===== config.mk =====
export PLATFORM = sky130hd
export DESIGN_NAME = ddr_mode_and_burst_order
export DESIGN_NICKNAME = d
export VERILOG_FILES = /design/src/pkg/ddr_mode_pkg.sv /design/src/core/ddr_mode_and_burst_order.sv
export SDC_FILE = /design/constraint.sdc
export NUM_CORES = 1
export LEC_CHECK = 0
export ABC_AREA = 0
export ABC_CLOCK_PERIOD_IN_PS = 4350
export BUFFER_PORTS_ARGS = -buffer_cell sky130_fd_sc_hd__buf_4
export CORE_MARGIN = 2
export CORE_UTILIZATION = 40
export DETAILED_ROUTE_END_ITERATION = 10
export PLACE_DENSITY_LB_ADDON = 0.05
export SLEW_MARGIN = 25
export SYNTH_ARGS = -nofsm -noshare
export SYNTH_HDL_FRONTEND = slang
export SYNTH_SLANG_ARGS = --single-unit
export TNS_END_PERCENT = 50

===== constraint.sdc =====
create_clock -name i_clk -period 4.35 [get_ports i_clk]
set_input_delay 1.0875 -clock i_clk [delete_from_list [all_inputs] [get_ports i_clk]]
set_output_delay 1.0875 -clock i_clk [all_outputs]
set_load 0.005 [all_outputs]

===== src/pkg/ddr_mode_pkg.sv =====
// Purpose: constants for mode decode and burst order
// Assumes: command pins sampled on i_clk
// Notes:   field positions follow the address bus
package ddr_mode_pkg;
  localparam int ADDR_W = 13;
  // base mode fields
  localparam int BL_LSB = 0;
  localparam int BT_BIT = 3;
  localparam int CL_LSB = 4;
  localparam int LOOP_RST_BIT = 8;
  localparam int HI_LSB = 7;
  // extended mode fields
  localparam int DLL_DIS_BIT = 0;
  localparam int DRV_BIT = 1;
  localparam logic [12:0] MODE_RST = 13'h0000;
  // burst length codes
  localparam logic [2:0] BL_CODE2 = 3'h1;
  localparam logic [2:0] BL_CODE4 = 3'h2;
  localparam logic [2:0] BL_CODE8 = 3'h3;
  // latency codes
  localparam logic [2:0] CL_CODE2 = 3'h2;
  localparam logic [2:0] CL_CODE3 = 3'h3;
  localparam logic [2:0] CL_CODE25 = 3'h6;
  // high field values
  localparam logic [5:0] HI_NORMAL = 6'h00;
  localparam logic [5:0] HI_LOOP_RST = 6'h02;
  // command codes {cs_n,ras_n,cas_n,we_n}
  localparam logic [3:0] CMD_MODE_SET = 4'h0;
  localparam logic [3:0] CMD_READ = 4'h5;
  localparam logic [3:0] CMD_WRITE = 4'h4;
  localparam int FIFO_DEPTH = 32;
endpackage


===== src/core/ddr_mode_and_burst_order.sv =====
// How it works
// - bursts of 2, 4, 8 both orders
// - length two: A0 start, A1 up block
// - length four: A1:A0 start, A2 up block
// - length eight: A2:A0 start, upper bits block
// - burst wraps inside its block
// - one length for reads and writes
// - burst type bit picks order
// - sequential is start plus i modulo length
// - interleaved is start xor i
// - latency three: data two clocks later
// - latency two: data one clock later
// - high bits zero select normal mode
// - loop reset bit alone resets loop
// - bank bits 01 write extended register
// - self refresh exit enables the loop; an extended write in the same cycle wins
// - extended option selects reduced drive
// - length, type, latency, loop reset field positions
// - bank bits 00 write base register
//
// Purpose: mode registers and burst column sequencing
// Assumes: commands on i_clk, i_ce gates all state
// Notes:   column stream buffered in a FIFO
`timescale 1ns/1ps

// column FIFO with registered head
module col_fifo #(
  parameter int W     = 14,
  parameter int DEPTH = 32
) (
  input  wire logic         i_clk,
  input  wire logic         i_sys_rst,
  input  wire logic         i_ce,
  input  wire logic [W-1:0] i_data,
  input  wire logic         i_valid,
  output logic              o_ready,
  output logic [W-1:0]      o_data,
  output logic              o_valid,
  input  wire logic         i_ready
);
  localparam int AW = $clog2(DEPTH);
  logic [W-1:0]  mem [DEPTH];
  logic [AW-1:0] wr_reg;
  logic [AW-1:0] rd_reg;
  logic [AW:0]   cnt_reg;
  logic          push;
  logic          pop;
  logic          load;
  // head register refills when empty or drained
  assign push = i_valid && o_ready;
  assign load = (cnt_reg != '0) && (!o_valid || i_ready);
  assign pop  = load;
  always_ff @(posedge i_clk or posedge i_sys_rst) begin
    if (i_sys_rst) begin
      wr_reg  <= '0;
      rd_reg  <= '0;
      cnt_reg <= '0;
      o_valid <= 1'b0;
      o_data  <= '0;
      o_ready <= 1'b0;
    end else if (i_ce) begin
      if (push) begin
        mem[wr_reg] <= i_data;
        wr_reg      <= wr_reg + AW'(1);
      end
      if (pop) begin
        o_data <= mem[rd_reg];
        rd_reg <= rd_reg + AW'(1);
      end
      if (load)
        o_valid <= 1'b1;
      else if (i_ready)
        o_valid <= 1'b0;
      cnt_reg <= cnt_reg + (AW+1)'(push) - (AW+1)'(pop);
      o_ready <= (cnt_reg + (AW+1)'(push) - (AW+1)'(pop)) < (AW+1)'(DEPTH - 1);
    end
  end
endmodule

module ddr_mode_and_burst_order #(
  parameter int COL_W = 13,
  parameter int DEPTH = ddr_mode_pkg::FIFO_DEPTH
) (
  input  wire logic             i_clk,
  input  wire logic             i_sys_rst,
  input  wire logic             i_ce,
  input  wire logic             i_cs_n,
  input  wire logic             i_ras_n,
  input  wire logic             i_cas_n,
  input  wire logic             i_we_n,
  input  wire logic             i_bank_select_bit0,
  input  wire logic             i_bank_select_bit1,
  input  wire logic [12:0]      i_addr,
  input  wire logic             i_self_refresh_exit,
  input  wire logic             i_col_ready,
  output logic [COL_W-1:0]      o_col,
  output logic                  o_col_write,
  output logic                  o_col_valid,
  output logic                  o_cmd_ready,
  output logic                  o_first_data,
  output logic                  o_first_data_half,
  output logic [3:0]            o_burst_len,
  output logic                  o_interleaved,
  output logic                  o_loop_enable,
  output logic                  o_loop_reset,
  output logic                  o_reduced_drive,
  output logic                  o_reserved_mode,
  output logic                  o_reserved_code
);
  // burst sequencer states
  typedef enum logic [0:0] {
    ST_IDLE  = 1'b0,
    ST_BURST = 1'b1
  } burst_state_t;

  // low-bit mask for a decoded length
  function automatic logic [2:0] len_mask(input logic [2:0] code);
    case (code)
      ddr_mode_pkg::BL_CODE2: len_mask = 3'h1;
      ddr_mode_pkg::BL_CODE4: len_mask = 3'h3;
      ddr_mode_pkg::BL_CODE8: len_mask = 3'h7;
      default:                len_mask = 3'h0;
    endcase
  endfunction

  // i-th column inside the block
  function automatic logic [COL_W-1:0] burst_col(
    input logic [COL_W-1:0] start,
    input logic [2:0]       idx,
    input logic [2:0]       mask,
    input logic             ilv
  );
    logic [2:0] lo;
    lo = ilv ? (start[2:0] ^ idx) : (start[2:0] + idx);
    burst_col = (start & ~COL_W'(mask)) | COL_W'(lo & mask);
  endfunction

  logic [12:0]      base_mode_reg;
  logic [12:0]      extended_mode_reg;
  burst_state_t     state_reg;
  burst_state_t     state_next;
  logic [COL_W-1:0] start_reg;
  logic [2:0]       idx_reg;
  logic [2:0]       mask_reg;
  logic             ilv_reg;
  logic             wr_reg;
  logic             lat_reg;
  logic [3:0]       cmd;
  logic             mode_set;
  logic             is_read;
  logic             is_write;
  logic             take;
  logic             fifo_ready;
  logic             fifo_push;
  logic [2:0]       bl_code;
  logic [2:0]       cl_code;
  logic [5:0]       hi_bits;
  logic [2:0]       cur_mask;
  logic             bl_ok;
  logic             cl_ok;
  logic [COL_W-1:0] col_now;

  // command decode
  assign cmd      = {i_cs_n, i_ras_n, i_cas_n, i_we_n};
  assign mode_set = (cmd == ddr_mode_pkg::CMD_MODE_SET);
  assign is_read  = (cmd == ddr_mode_pkg::CMD_READ);
  assign is_write = (cmd == ddr_mode_pkg::CMD_WRITE);

  // mode field decode
  assign bl_code  = base_mode_reg[ddr_mode_pkg::BL_LSB +: 3];
  assign cl_code  = base_mode_reg[ddr_mode_pkg::CL_LSB +: 3];
  assign hi_bits  = base_mode_reg[ddr_mode_pkg::HI_LSB +: 6];
  assign cur_mask = len_mask(bl_code);
  assign bl_ok    = (cur_mask != 3'h0);
  assign cl_ok    = (cl_code == ddr_mode_pkg::CL_CODE2) ||
                    (cl_code == ddr_mode_pkg::CL_CODE3) ||
                    (cl_code == ddr_mode_pkg::CL_CODE25);

  // burst launch and column stream
  assign take       = (is_read || is_write) && bl_ok && fifo_ready;
  assign col_now    = burst_col(start_reg, idx_reg, mask_reg, ilv_reg);
  assign fifo_push  = (state_reg == ST_BURST) && fifo_ready;
  assign o_cmd_ready = fifo_ready;

  // next burst state
  always_comb begin
    state_next = state_reg;
    case (state_reg)
      ST_IDLE: begin
        if (take)
          state_next = ST_BURST;
      end
      ST_BURST: begin
        if (fifo_push && idx_reg == mask_reg && !take)
          state_next = ST_IDLE;
      end
      default: state_next = ST_IDLE;
    endcase
  end

  // mode registers, stored on mode set command
  always_ff @(posedge i_clk or posedge i_sys_rst) begin
    if (i_sys_rst) begin
      base_mode_reg     <= ddr_mode_pkg::MODE_RST;
      extended_mode_reg <= ddr_mode_pkg::MODE_RST;
    end else if (i_ce) begin
      if (mode_set && !i_bank_select_bit1 && !i_bank_select_bit0)
        base_mode_reg <= i_addr;
      if (mode_set && !i_bank_select_bit1 && i_bank_select_bit0)
        extended_mode_reg <= i_addr;
      else if (i_self_refresh_exit)
        extended_mode_reg[ddr_mode_pkg::DLL_DIS_BIT] <= 1'b0;
    end
  end

  // burst sequencer; a new command truncates the old burst
  always_ff @(posedge i_clk or posedge i_sys_rst) begin
    if (i_sys_rst) begin
      state_reg <= ST_IDLE;
      start_reg <= '0;
      idx_reg   <= 3'h0;
      mask_reg  <= 3'h0;
      ilv_reg   <= 1'b0;
      wr_reg    <= 1'b0;
    end else if (i_ce) begin
      state_reg <= state_next;
      if (take) begin
        start_reg <= i_addr[COL_W-1:0];
        idx_reg   <= 3'h0;
        mask_reg  <= cur_mask;
        ilv_reg   <= base_mode_reg[ddr_mode_pkg::BT_BIT];
        wr_reg    <= is_write;
      end else if (fifo_push) begin
        idx_reg <= idx_reg + 3'h1;
      end
    end
  end

  // read latency timing
  always_ff @(posedge i_clk or posedge i_sys_rst) begin
    if (i_sys_rst) begin
      lat_reg           <= 1'b0;
      o_first_data      <= 1'b0;
      o_first_data_half <= 1'b0;
    end else if (i_ce) begin
      lat_reg <= is_read && take;
      if (cl_code == ddr_mode_pkg::CL_CODE3)
        o_first_data <= lat_reg;
      else
        o_first_data <= is_read && take && cl_ok;
      o_first_data_half <= (cl_code == ddr_mode_pkg::CL_CODE25);
    end
  end

  // mode status outputs
  always_ff @(posedge i_clk or posedge i_sys_rst) begin
    if (i_sys_rst) begin
      o_burst_len     <= 4'h0;
      o_interleaved   <= 1'b0;
      o_loop_enable   <= 1'b0;
      o_loop_reset    <= 1'b0;
      o_reduced_drive <= 1'b0;
      o_reserved_mode <= 1'b0;
      o_reserved_code <= 1'b0;
    end else if (i_ce) begin
      o_burst_len     <= {1'b0, cur_mask} + 4'h1;
      o_interleaved   <= base_mode_reg[ddr_mode_pkg::BT_BIT];
      o_loop_enable   <= !extended_mode_reg[ddr_mode_pkg::DLL_DIS_BIT];
      o_reduced_drive <= extended_mode_reg[ddr_mode_pkg::DRV_BIT];
      // loop reset pulse only for the exact encoding
      o_loop_reset    <= mode_set && !i_bank_select_bit1 && !i_bank_select_bit0 &&
                         i_addr[12:7] == ddr_mode_pkg::HI_LOOP_RST;
      o_reserved_mode <= (hi_bits != ddr_mode_pkg::HI_NORMAL) &&
                         (hi_bits != ddr_mode_pkg::HI_LOOP_RST);
      o_reserved_code <= !bl_ok || !cl_ok;
    end
  end

  // column stream buffer toward the sink
  col_fifo #(
    .W     (COL_W + 1),
    .DEPTH (DEPTH)
  ) u_fifo (
    .i_clk     (i_clk),
    .i_sys_rst (i_sys_rst),
    .i_ce      (i_ce),
    .i_data    ({wr_reg, col_now}),
    .i_valid   (fifo_push),
    .o_ready   (fifo_ready),
    .o_data    ({o_col_write, o_col}),
    .o_valid   (o_col_valid),
    .i_ready   (i_col_ready)
  );
endmodule


# Word level (Yosys, flattened, before mapping)
# Memory sizes are Yosys's and may differ from the RTL's. A register that Yosys moved wholly into a read port is not among the register bits.
# Cells that the tools add are included.
# word_totals
ff_bits	68
ramBits	448
memories	1
wordCells	108
# memory_table
name	words	word_bits	read_ports	rd_ports_with_merged_regs	wr	line	source
u_fifo.mem	32	14	1	1	1	ddr_mode_and_burst_order.sv:42	logic [W-1:0] mem [DEPTH];
# op_classes
bitwise_logic	6
n_mux	15
eq_ne	11
n_addsub	7
n_reduce_logical	43
n_lt_le_gt_ge	1
# op_table
cell	count
2-bit AND reduction	8
1-bit logical AND	15
13-bit bitwise AND	1
3-bit inverter with 13-bit output	1
13-bit by 3-bit OR with 13-bit output	1
3-bit by 2-bit == test with 1-bit output, second input constant	4
6-bit nonzero test	2
5-bit by 1-bit adder with 5-bit output, second input constant	2
1-bit two-way mux	10
3-bit two-way mux	3
3-bit case mux with 3 select lines	1
4-bit by 3-bit == test with 1-bit output, second input constant	2
1-bit logical NOT	8
6-bit by 1-bit adder with 6-bit output	1
6-bit by 2-bit == test with 1-bit output, second input constant	1
6-bit by 5-bit < comparator with 1-bit output, second input constant	1
6-bit by 2-bit != test with 1-bit output, second input constant	1
2-bit nonzero test	3
6-bit by 1-bit subtractor with 6-bit output	1
1-bit logical OR	5
3-bit by 1-bit adder with 4-bit output, second input constant	1
4-bit logical NOT	1
3-bit by 1-bit adder with 3-bit output, second input constant	1
3-bit adder	1
8 further kinds	8

# Logic depth before layout (Yosys ltp)
# Gate-level depths: netlist of run 1.
# logic_depth
word_depth	9
mapped_depth	12
depth_no_buf	12

# Hierarchy
# Synthesis of run 1 repeated with hierarchy kept, for this count alone.
# hier_totals
cells_unflattened	1157
hier_area_um2	21145.3
# modules_own_cells
module	area_each_um2	n_inst	seq_area_each_um2	cells_each
col_fifo	18961.9	1	14253.7	991
ddr_mode_and_burst_order	2183.3	1	1226.2	166

# Least setup slack after synthesis of run 1
# Ideal clock, no wire load.
# synth_path
kind	in2reg
start	in i_col_ready
end	reg u_fifo.o_ready
t_arrival_ns	3.428
setup_ns	0.120
stages	11
setup_slack_ns	0.802
path_cell_list	nor2b_1 a311oi_1 inv_1 nand2_1 ha_1 inv_1 fa_1 or3b_2 a2111oi_0 o22ai_1 a41o_1
# synth_via
elab_chain_cells	4
# synth_lines
element	line	source
start: declaration	ddr_mode_and_burst_order.sv:95	input wire logic i_col_ready,
1-bit logical OR	ddr_mode_and_burst_order.sv:51	assign load = (cnt_reg != '0) && (!o_valid || i_ready);
1-bit logical AND	ddr_mode_and_burst_order.sv:51	
6-bit by 1-bit subtractor with 6-bit output	ddr_mode_and_burst_order.sv:75	o_ready <= (cnt_reg + (AW+1)'(push) - (AW+1)'(pop)) < (AW+1)'(DEPTH - 1);
6-bit by 5-bit < comparator with 1-bit output	ddr_mode_and_burst_order.sv:75	
end signal: assignment	ddr_mode_and_burst_order.sv:75	
end: declaration	ddr_mode_and_burst_order.sv:36	output logic o_ready,
# No other way between the ends.
# A chain may end at the register's enable or synchronous reset.

# Final worst setup path of run 1
# layout_path
start	reg u_fifo.cnt_reg[2]
end	reg u_fifo.o_ready
# layout_via
elab_chain_cells	4
word_cells_on_any_way	5
classes_between	add/sub: 2; order compare: 1; reduce/logical: 2
# layout_lines
element	line	source
start: declaration	ddr_mode_and_burst_order.sv:45	logic [AW:0] cnt_reg;
start signal: assignment	ddr_mode_and_burst_order.sv:74	cnt_reg <= cnt_reg + (AW+1)'(push) - (AW+1)'(pop);
branches (longest 2 deep; another with 6-bit by 1-bit adder with 6-bit output)	--	
6-bit by 1-bit subtractor with 6-bit output *	ddr_mode_and_burst_order.sv:75	
6-bit by 5-bit < comparator with 1-bit output *	ddr_mode_and_burst_order.sv:75	
# Every way passes the cells marked *.

==> results_dict.tcl, run 1 <==
set metrics [dict create \
    firstDrtPassIters 5 \
    path_common_cell "inv_1" \
    skew_ns 0.0170 \
    drtIter0Drc 774 \
    r2r_start "u_fifo.cnt_reg[2]$_DFFE_PP0P_" \
    combPwrFrac_pct 24.0 \
    rows 83 \
    crit_slowest_cell "fa_1" \
    max_stage_delay_ns 0.48 \
    maxCapViolCount 0 \
    setup_viol 0 \
    yosysUniqueCellTypes 59 \
    slew_viol_final 0 \
    relSlewSlack_pct 45.8 \
    clk_pin_slew_ns 0.06 \
    p_sw_mw 4.47 \
    crit_path_start_kind "flip-flop" \
    port_buffers 51 \
    num_io_pins 52 \
    powerDensity_nw_per_um2 619 \
    first_global_vias 10800 \
    top_layer "met4" \
    post-cts-setup-buffer-count 0 \
    max_slew.worst_pin.slew_ns 0.811 \
    cts_root_buf "clkbuf_16" \
    tritoncts "yes" \
    yosysSeqAreaShare_pct 74.2 \
    hold-path-cell-count 1 \
    pwr-share-clk_pct 32.3 \
    crit_path_cell_trace "inv_1 -> ha_1 -> a311oi_1 -> inv_1 -> nand2_1 -> ha_1 -> inv_1 -> fa_1 -> or3b_2 -> a2111oi_0 -> o22ai_1 -> a41o_1" \
    required_ns 4.84 \
    critPathArrivalTime_ns 3.77 \
    rsz0062_at_grt "no" \
    core-area_sq_um 51400 \
    netlist_area_sq_um 20900 \
    yosysWarnings 0 \
    route.met3.wl_microns 1910 \
    rr_endpoint "u_fifo.o_ready$_DFFE_PP0P_" \
    p_sw_share_pct 29.9 \
    antenna_found_initial 0 \
    synth_edf_count 448 \
    htree_levels 2 \
    syn_avg_cell_area_sq_um 18.4 \
    status "completed" \
    cts_buffer_depth 3 \
    syn_to_final_growth_pct 15.6 \
    ys_ff_latch 529 \
    viasPerCell 5.32 \
    syn-instance-count 1132 \
    grt-ovfl-total 0 \
    totalWireLength_microns 48500 \
    wl_met2_microns 21900 \
    cts-buffers-inserted 57 \
    max_freq_ghz 0.305 \
    syn_nets 1173 \
    clock_latency_ns 0.61 \
    num_vias 10500 \
    worstHoldStart "extended_mode_reg[0]$_DFFE_PP0P_" \
    fin_total_pwr_mw 14.9 \
    grt_start_max_net_pins 40 \
    fp.dieW_microns 232 \
    grt_usage_pct 18.4 \
    cts_resized 0 \
    drcViolationCount 0 \
    synth_top_flop_cell "edfxtp_1" \
    hold_buffers 0 \
    fp.dieH_microns 232 \
    p_int_mw 10.5 \
    worst_slack_ns 1.07 \
    pre_cts_slack_ns 0.479 \
    dieArea_sq_um 54000 \
    fin_area_sq_um 24100 \
    antenna_left 0 \
    dpl-instance-area_sq_um 22300 \
    async_flop_share_pct 15.3 \
    grt_pass1_wl_microns 72100 \
    fin_crit_sh_pct 75.4 \
    largest_register_ffs 448 \
    drive_above_1_share_pct 23.6 \
    peakVddDrop_mv 0.360 \
    reg2reg_slack_ns 1.07 \
    gp_congestion 0.741 \
    nets 1287 \
    min_to "o_loop_enable$_DFFE_PP0P_" \
    crit_type "flip-flop to flip-flop" \
    fin_crit_ns 3.28 \
    crit_path_end_kind "flip-flop" \
    start_util_pct 40.6 \
    reg2reg_depth 12 \
    p_leak_nw 8.42 \
    routed_wire_length_per_instance_microns 24.6 \
    hold_ws_ns 0.454 \
    dp_hpwl_microns 29200 \
    pwr-share-seq_pct 43.7 \
    finalHoldViolCount 0 \
    cts.sinks 529 \
    min_path_type "flip-flop to flip-flop" \
    met1_length_microns 23700 \
    critPathMaxFanout 3 \
    fin_setup_tns_ns 0 \
]
-- final cells by class --
| class | count | area (sq um) |
|---|---|---|
| sequential | 529 | 15500 |
| multi-input combinational | 528 | 5000 |
| inverter | 20 | 76.3 |
| fill | 4444 | 27300 |
| timing repair buffer | 110 | 838 |
| antenna | 2 | 5.00 |
| clock inverter | 28 | 294 |
| tap | 680 | 851 |
| clock buffer | 75 | 1570 |
-- power groups by stage --
stage | Combinational [mW] | Clock, mW | Sequential, mW
final | 3.59 | 4.83 | 6.52
after detailed placement | 3.67 | 0 | 6.65
after global routing | 3.91 | 5.14 | 6.59
after floorplan | 2.60 | 0 | 6.31
after global placement | 3.64 | 0 | 6.64
after CTS | 3.68 | 4.95 | 6.55
-- per-layer routing --
metal	vias to the layer above	track usage (%)
met5	-	0
met1	5471	27.6
met2	196	27.8
met4	0	5.23
met3	68	3.22
li1	4756	-
-- layout by cell type (no fill, tap or decap), types with 3 or more instances in the layout --
master	synthesis	layout
nor4_1	15	15
clkbuf_8	0	3
nor2_1	62	62
nand2b_1	5	5
mux4_1	4	4
a21oi_1	8	7
clkbuf_1	21	13
inv_1	20	19
ha_1	15	15
clkbuf_16	0	59
a22o_1	15	15
nand2_1	79	79
nor2b_1	7	7
nand4b_1	4	4
xor2_1	3	3
and3_1	3	3
clkinv_1	0	8
bufinv_16	0	6
nand4_1	7	7
mux4_2	81	81
clkinv_2	0	11
edfxtp_1	448	448
o31ai_1	13	13
nand3_1	6	6
dfrtp_2	0	4
nor4b_1	3	3
o21ai_0	26	26
o22ai_1	14	14
mux2_2	18	18
o221ai_1	15	15
mux2i_1	57	57
xnor2_1	13	12
nand3b_1	6	6
o22a_1	13	13
inv_6	0	3
dfrtp_1	81	75
a21o_1	4	4
buf_4	6	109
-- stage by stage --
stage | instances | utilization (%)
2_1_floorplan | 1132 | -
3_3_place_gp | 1867 | 43.3
3_5_place_dp | 1867 | 43.3
4_1_cts | 1970 | 46.9
5_1_grt | 1970 | 46.9
6_report | 1972 | 46.9
-- how the worst max path moves through the flow --
| stage | from | endpoint | slack, ns | depth (start not counted) |
|---|---|---|---|---|
| floorplan | i_col_ready | u_fifo.o_ready$_DFFE_PP0P_ | 0.80 | 11 |
| global placement | i_col_ready | u_fifo.o_ready$_DFFE_PP0P_ | 0.53 | 12 |
| detailed placement | i_col_ready | u_fifo.o_ready$_DFFE_PP0P_ | 0.48 | 12 |
| CTS | u_fifo.cnt_reg[2]$_DFFE_PP0P_ | u_fifo.o_ready$_DFFE_PP0P_ | 1.08 | 12 |
| global route | u_fifo.cnt_reg[2]$_DFFE_PP0P_ | u_fifo.o_ready$_DFFE_PP0P_ | 0.85 | 12 |
| finish | u_fifo.cnt_reg[2]$_DFFE_PP0P_ | u_fifo.o_ready$_DFFE_PP0P_ | 1.07 | 12 |
-- worst max-delay path: cells and delay by family, from the launching register on --
kind / cells / cell delay (ns)
buf+inv: 3 / 0.23
flops: 1 / 0.34
compound gates: 4 / 1.20
simple gates: 2 / 0.55
fa+ha+maj: 3 / 0.85
-- cells by family after synthesis --
group                    after synthesis  synth area share (%)
multiplexers                         160                  13.0
AND/OR/NAND/NOR                      213                  4.94
XOR/XNOR                              16                 0.672
adder cells (fa/ha/maj)               17                  1.09
flip-flops                           529                  74.2
AO/OA/AOI/OAI                        122                  4.25
buffers and inverters                 75                  1.91
-- synth_stat cells (16+ instances only) --
| library cell | instances | area (sq um) |
|---|---|---|
| o21ai_0 | 26 | 130 |
| nand2_1 | 79 | 297 |
| mux2i_1 | 57 | 571 |
| nor2_1 | 62 | 233 |
| mux4_2 | 81 | 1820 |
| inv_1 | 20 | 75.1 |
| clkbuf_1 | 21 | 78.8 |
| mux2_2 | 18 | 203 |
| dfrtp_1 | 81 | 2030 |
| buf_2 | 16 | 80.1 |
| edfxtp_1 | 448 | 13500 |
(Power assumes the default switching activity.)
==> run 2, diff against run 1 <==
Settings changed: ABC_AREA 0 to 1, ABC_CLOCK_PERIOD_IN_PS 4350 to 3100.
Clock period 4.35 ns to 3.1 ns, I/O delays scaled along.
==> results_dict.tcl, run 2 <==
set metrics [dict create \
    final_cell_mix "712 x nand2_1, 448 x edfxtp_1, 286 x nand3_1" \
    viasPerCell 4.91 \
    fin_setup_tns_ns 0 \
    setup_viol 0 \
    post-cts-setup-buffer-count 0 \
    netlist_area_sq_um 22600 \
    grt_pass1_wl_microns 94400 \
    grt_start_max_net_pins 193 \
    skew_ns 0.0189 \
    maxCapViolCount 0 \
    required_ns 3.60 \
    ys_ff_latch 529 \
    critPathArrivalTime_ns 3.03 \
    fin_total_pwr_mw 23.1 \
    crit_path_cell_trace "inv_1 -> ha_1 -> nand4_1 -> o21ai_0 -> nor2_1 -> inv_1 -> nand2_1 -> ha_1 -> inv_1 -> fa_1 -> nand3b_1 -> nand3_1 -> nand4_1 -> o21bai_1 -> nor2_1" \
    num_io_pins 52 \
    start_util_pct 40.2 \
    crit_type "flip-flop to flip-flop" \
    grt-ovfl-total 0 \
    totalWireLength_microns 62600 \
    drive_above_1_share_pct 9.66 \
    yosysMostFrequentCell "nand2_1" \
    synth_top_flop_cell "edfxtp_1" \
    fin_crit_ns 2.53 \
    syn_avg_cell_area_sq_um 10.5 \
    status "completed" \
    tritoncts "yes" \
    max_slew.worst_pin.slew_ns 1.02 \
    synth.top_cells.by_count "712 x nand2_1, 448 x edfxtp_1, 286 x nand3_1" \
    num_antenna_cells 0 \
    dpl.cell_count 2929 \
    crit_slowest_cell "fa_1" \
    powerDensity_nw_per_um2 900 \
    first_global_vias 14800 \
    fp.dieH_microns 242 \
    p_leak_nw 10.7 \
    synth_edf_count 448 \
    layout_commonest_cell "nand2_1" \
    syn-instance-count 2160 \
    cts.sinks 529 \
    cts-buffers-inserted 57 \
    fp.dieW_microns 242 \
    max_freq_ghz 0.395 \
    clock_latency_ns 0.62 \
    max_stage_delay_ns 0.41 \
    syn_nets 2201 \
    nets 2273 \
    crit_family "simple AND/OR/NAND/NOR gates" \
    antenna_found_initial 1 \
    dp_hpwl_microns 36900 \
    relSlewSlack_pct 31.8 \
    yosysWarnings 0 \
    slew_viol_final 0 \
    synth_area_leaders "edfxtp_1 60%, nand2_1 12%, dfrtp_1 9.0%, nand3_1 6.3%, inv_1 3.9%" \
    peakVddDrop_mv 0.517 \
    routed_wire_length_per_instance_microns 20.6 \
    dieArea_sq_um 58400 \
    firstDrtPassIters 5 \
    yosysSeqAreaShare_pct 68.5 \
    crit_path_end_kind "flip-flop" \
    synth.top_cell.area_share_pct 59.5 \
    crit_buf_inv 3 \
    htree_levels 2 \
    rows 87 \
    async_flop_share_pct 15.3 \
    multiInputGateArea_sq_um 5640 \
    drcViolationCount 0 \
    num_vias 14900 \
    finalHoldViolCount 0 \
    port_buffers 51 \
    syn_to_final_growth_pct 13.7 \
    hold_buffers 0 \
    regArea_sq_um 15500 \
    yosysUniqueCellTypes 35 \
    clk_pin_slew_ns 0.06 \
    critPathMaxFanout 3 \
    drtIter0Drc 1280 \
    core-area_sq_um 56200 \
    reg2reg_slack_ns 0.57 \
    cts_resized 0 \
    largest_register_ffs 448 \
    antenna_left 0 \
    yosysTopAreaCell "edfxtp_1" \
    grt_usage_pct 21.6 \
    fillerInstances 5347 \
    min_path_type "input pin to async pin" \
    cts_root_buf "clkbuf_16" \
    fin_crit_sh_pct 81.6 \
    rsz0062_at_grt "no" \
    final_cells 3034 \
    gp_congestion 0.804 \
    cts_buffer_depth 3 \
    hold_ws_ns 0.0612 \
    path_common_cell "inv_1" \
    crit_path_start_kind "flip-flop" \
]
run 2: cell count changes in the layout (fill, tap and decap cells not counted), sizes merged, moves of 18 or more:
cell   change
mux4      -85
a21oi     +30
nor2      +77
mux2      -18
nand2    +633
inv      +220
nand3    +280
o21ai     +27
mux2i     -57
run 2: where the power goes:
| group | total [mW] | leakage [nW] | switching (mW) | internal (mW) |
|---|---|---|---|---|
| logic | 7.14 | 4.70 | 5.09 | 2.05 |
| clock network | 6.47 | 0.855 | 2.80 | 3.67 |
| registers | 9.53 | 5.10 | 0.908 | 8.62 |
| total | 23.1 | 10.7 | 8.79 | 14.3 |
run 2: cell families (layout without fill, tap and decap cells):
group / count (synthesis) / after routing / synth area share (%)
adder cells (fa/ha/maj): 17 / 17 / 1.01
buffers and inverters: 346 / 464 / 6.63
flip-flops: 529 / 529 / 68.5
AND/OR/NAND/NOR: 1155 / 1155 / 21.0
XOR/XNOR: 11 / 11 / 0.426
AO/OA/AOI/OAI: 102 / 102 / 2.38
run 2: path summary, 6_finish.rpt:
kind / endpoint / cells past startpoint / startpoint
max: u_fifo.o_ready$_DFFE_PP0P_ / 15 / u_fifo.cnt_reg[2]$_DFFE_PP0P_
min: u_fifo.o_data[7]$_DFFE_PP0P_ / 2 / i_sys_rst
max reg2reg: u_fifo.o_ready$_DFFE_PP0P_ / 15 / u_fifo.cnt_reg[2]$_DFFE_PP0P_
min reg2reg: state_reg$_DFFE_PP0P_ / 2 / state_reg$_DFFE_PP0P_
max in group asynchronous: start_reg[12]$_DFFE_PP0P_ / 4 / i_sys_rst
min in group i_clk: o_loop_reset$_DFFE_PP0P_ / 2 / i_addr[10]
run 2: through the flow:
stage               util [%]  setup WS, ns  area, sq um
global route            45.7         0.326        25700
global placement        42.6         0.346        23900
detailed placement      42.6         0.387        23900
CTS                     45.7         0.569        25700
finish                  45.7         0.570        25700
floorplan                  -         0.163        22600
run 2: per-layer routing:
layer / up-vias / global-route usage (%) / share of wire, %
li1: 7240 / - / -
met1: 7190 / 30.1 / 45
met2: 369 / 35.8 / 48
met3: 86 / 3.10 / 4.9
met4: 0 / 5.36 / 2.2
met5: - / 0 / 0
run 2: layout make-up:
| type | count | share of cell area (%) |
|---|---|---|
| sequential | 529 | 60.3 |
| multi-input combinational | 1285 | 22.0 |
| clock buffer | 80 | 6.08 |
| tap | 756 | 3.68 |
| timing repair buffer | 117 | 3.61 |
| inverter | 242 | 3.58 |
| clock inverter | 25 | 0.740 |
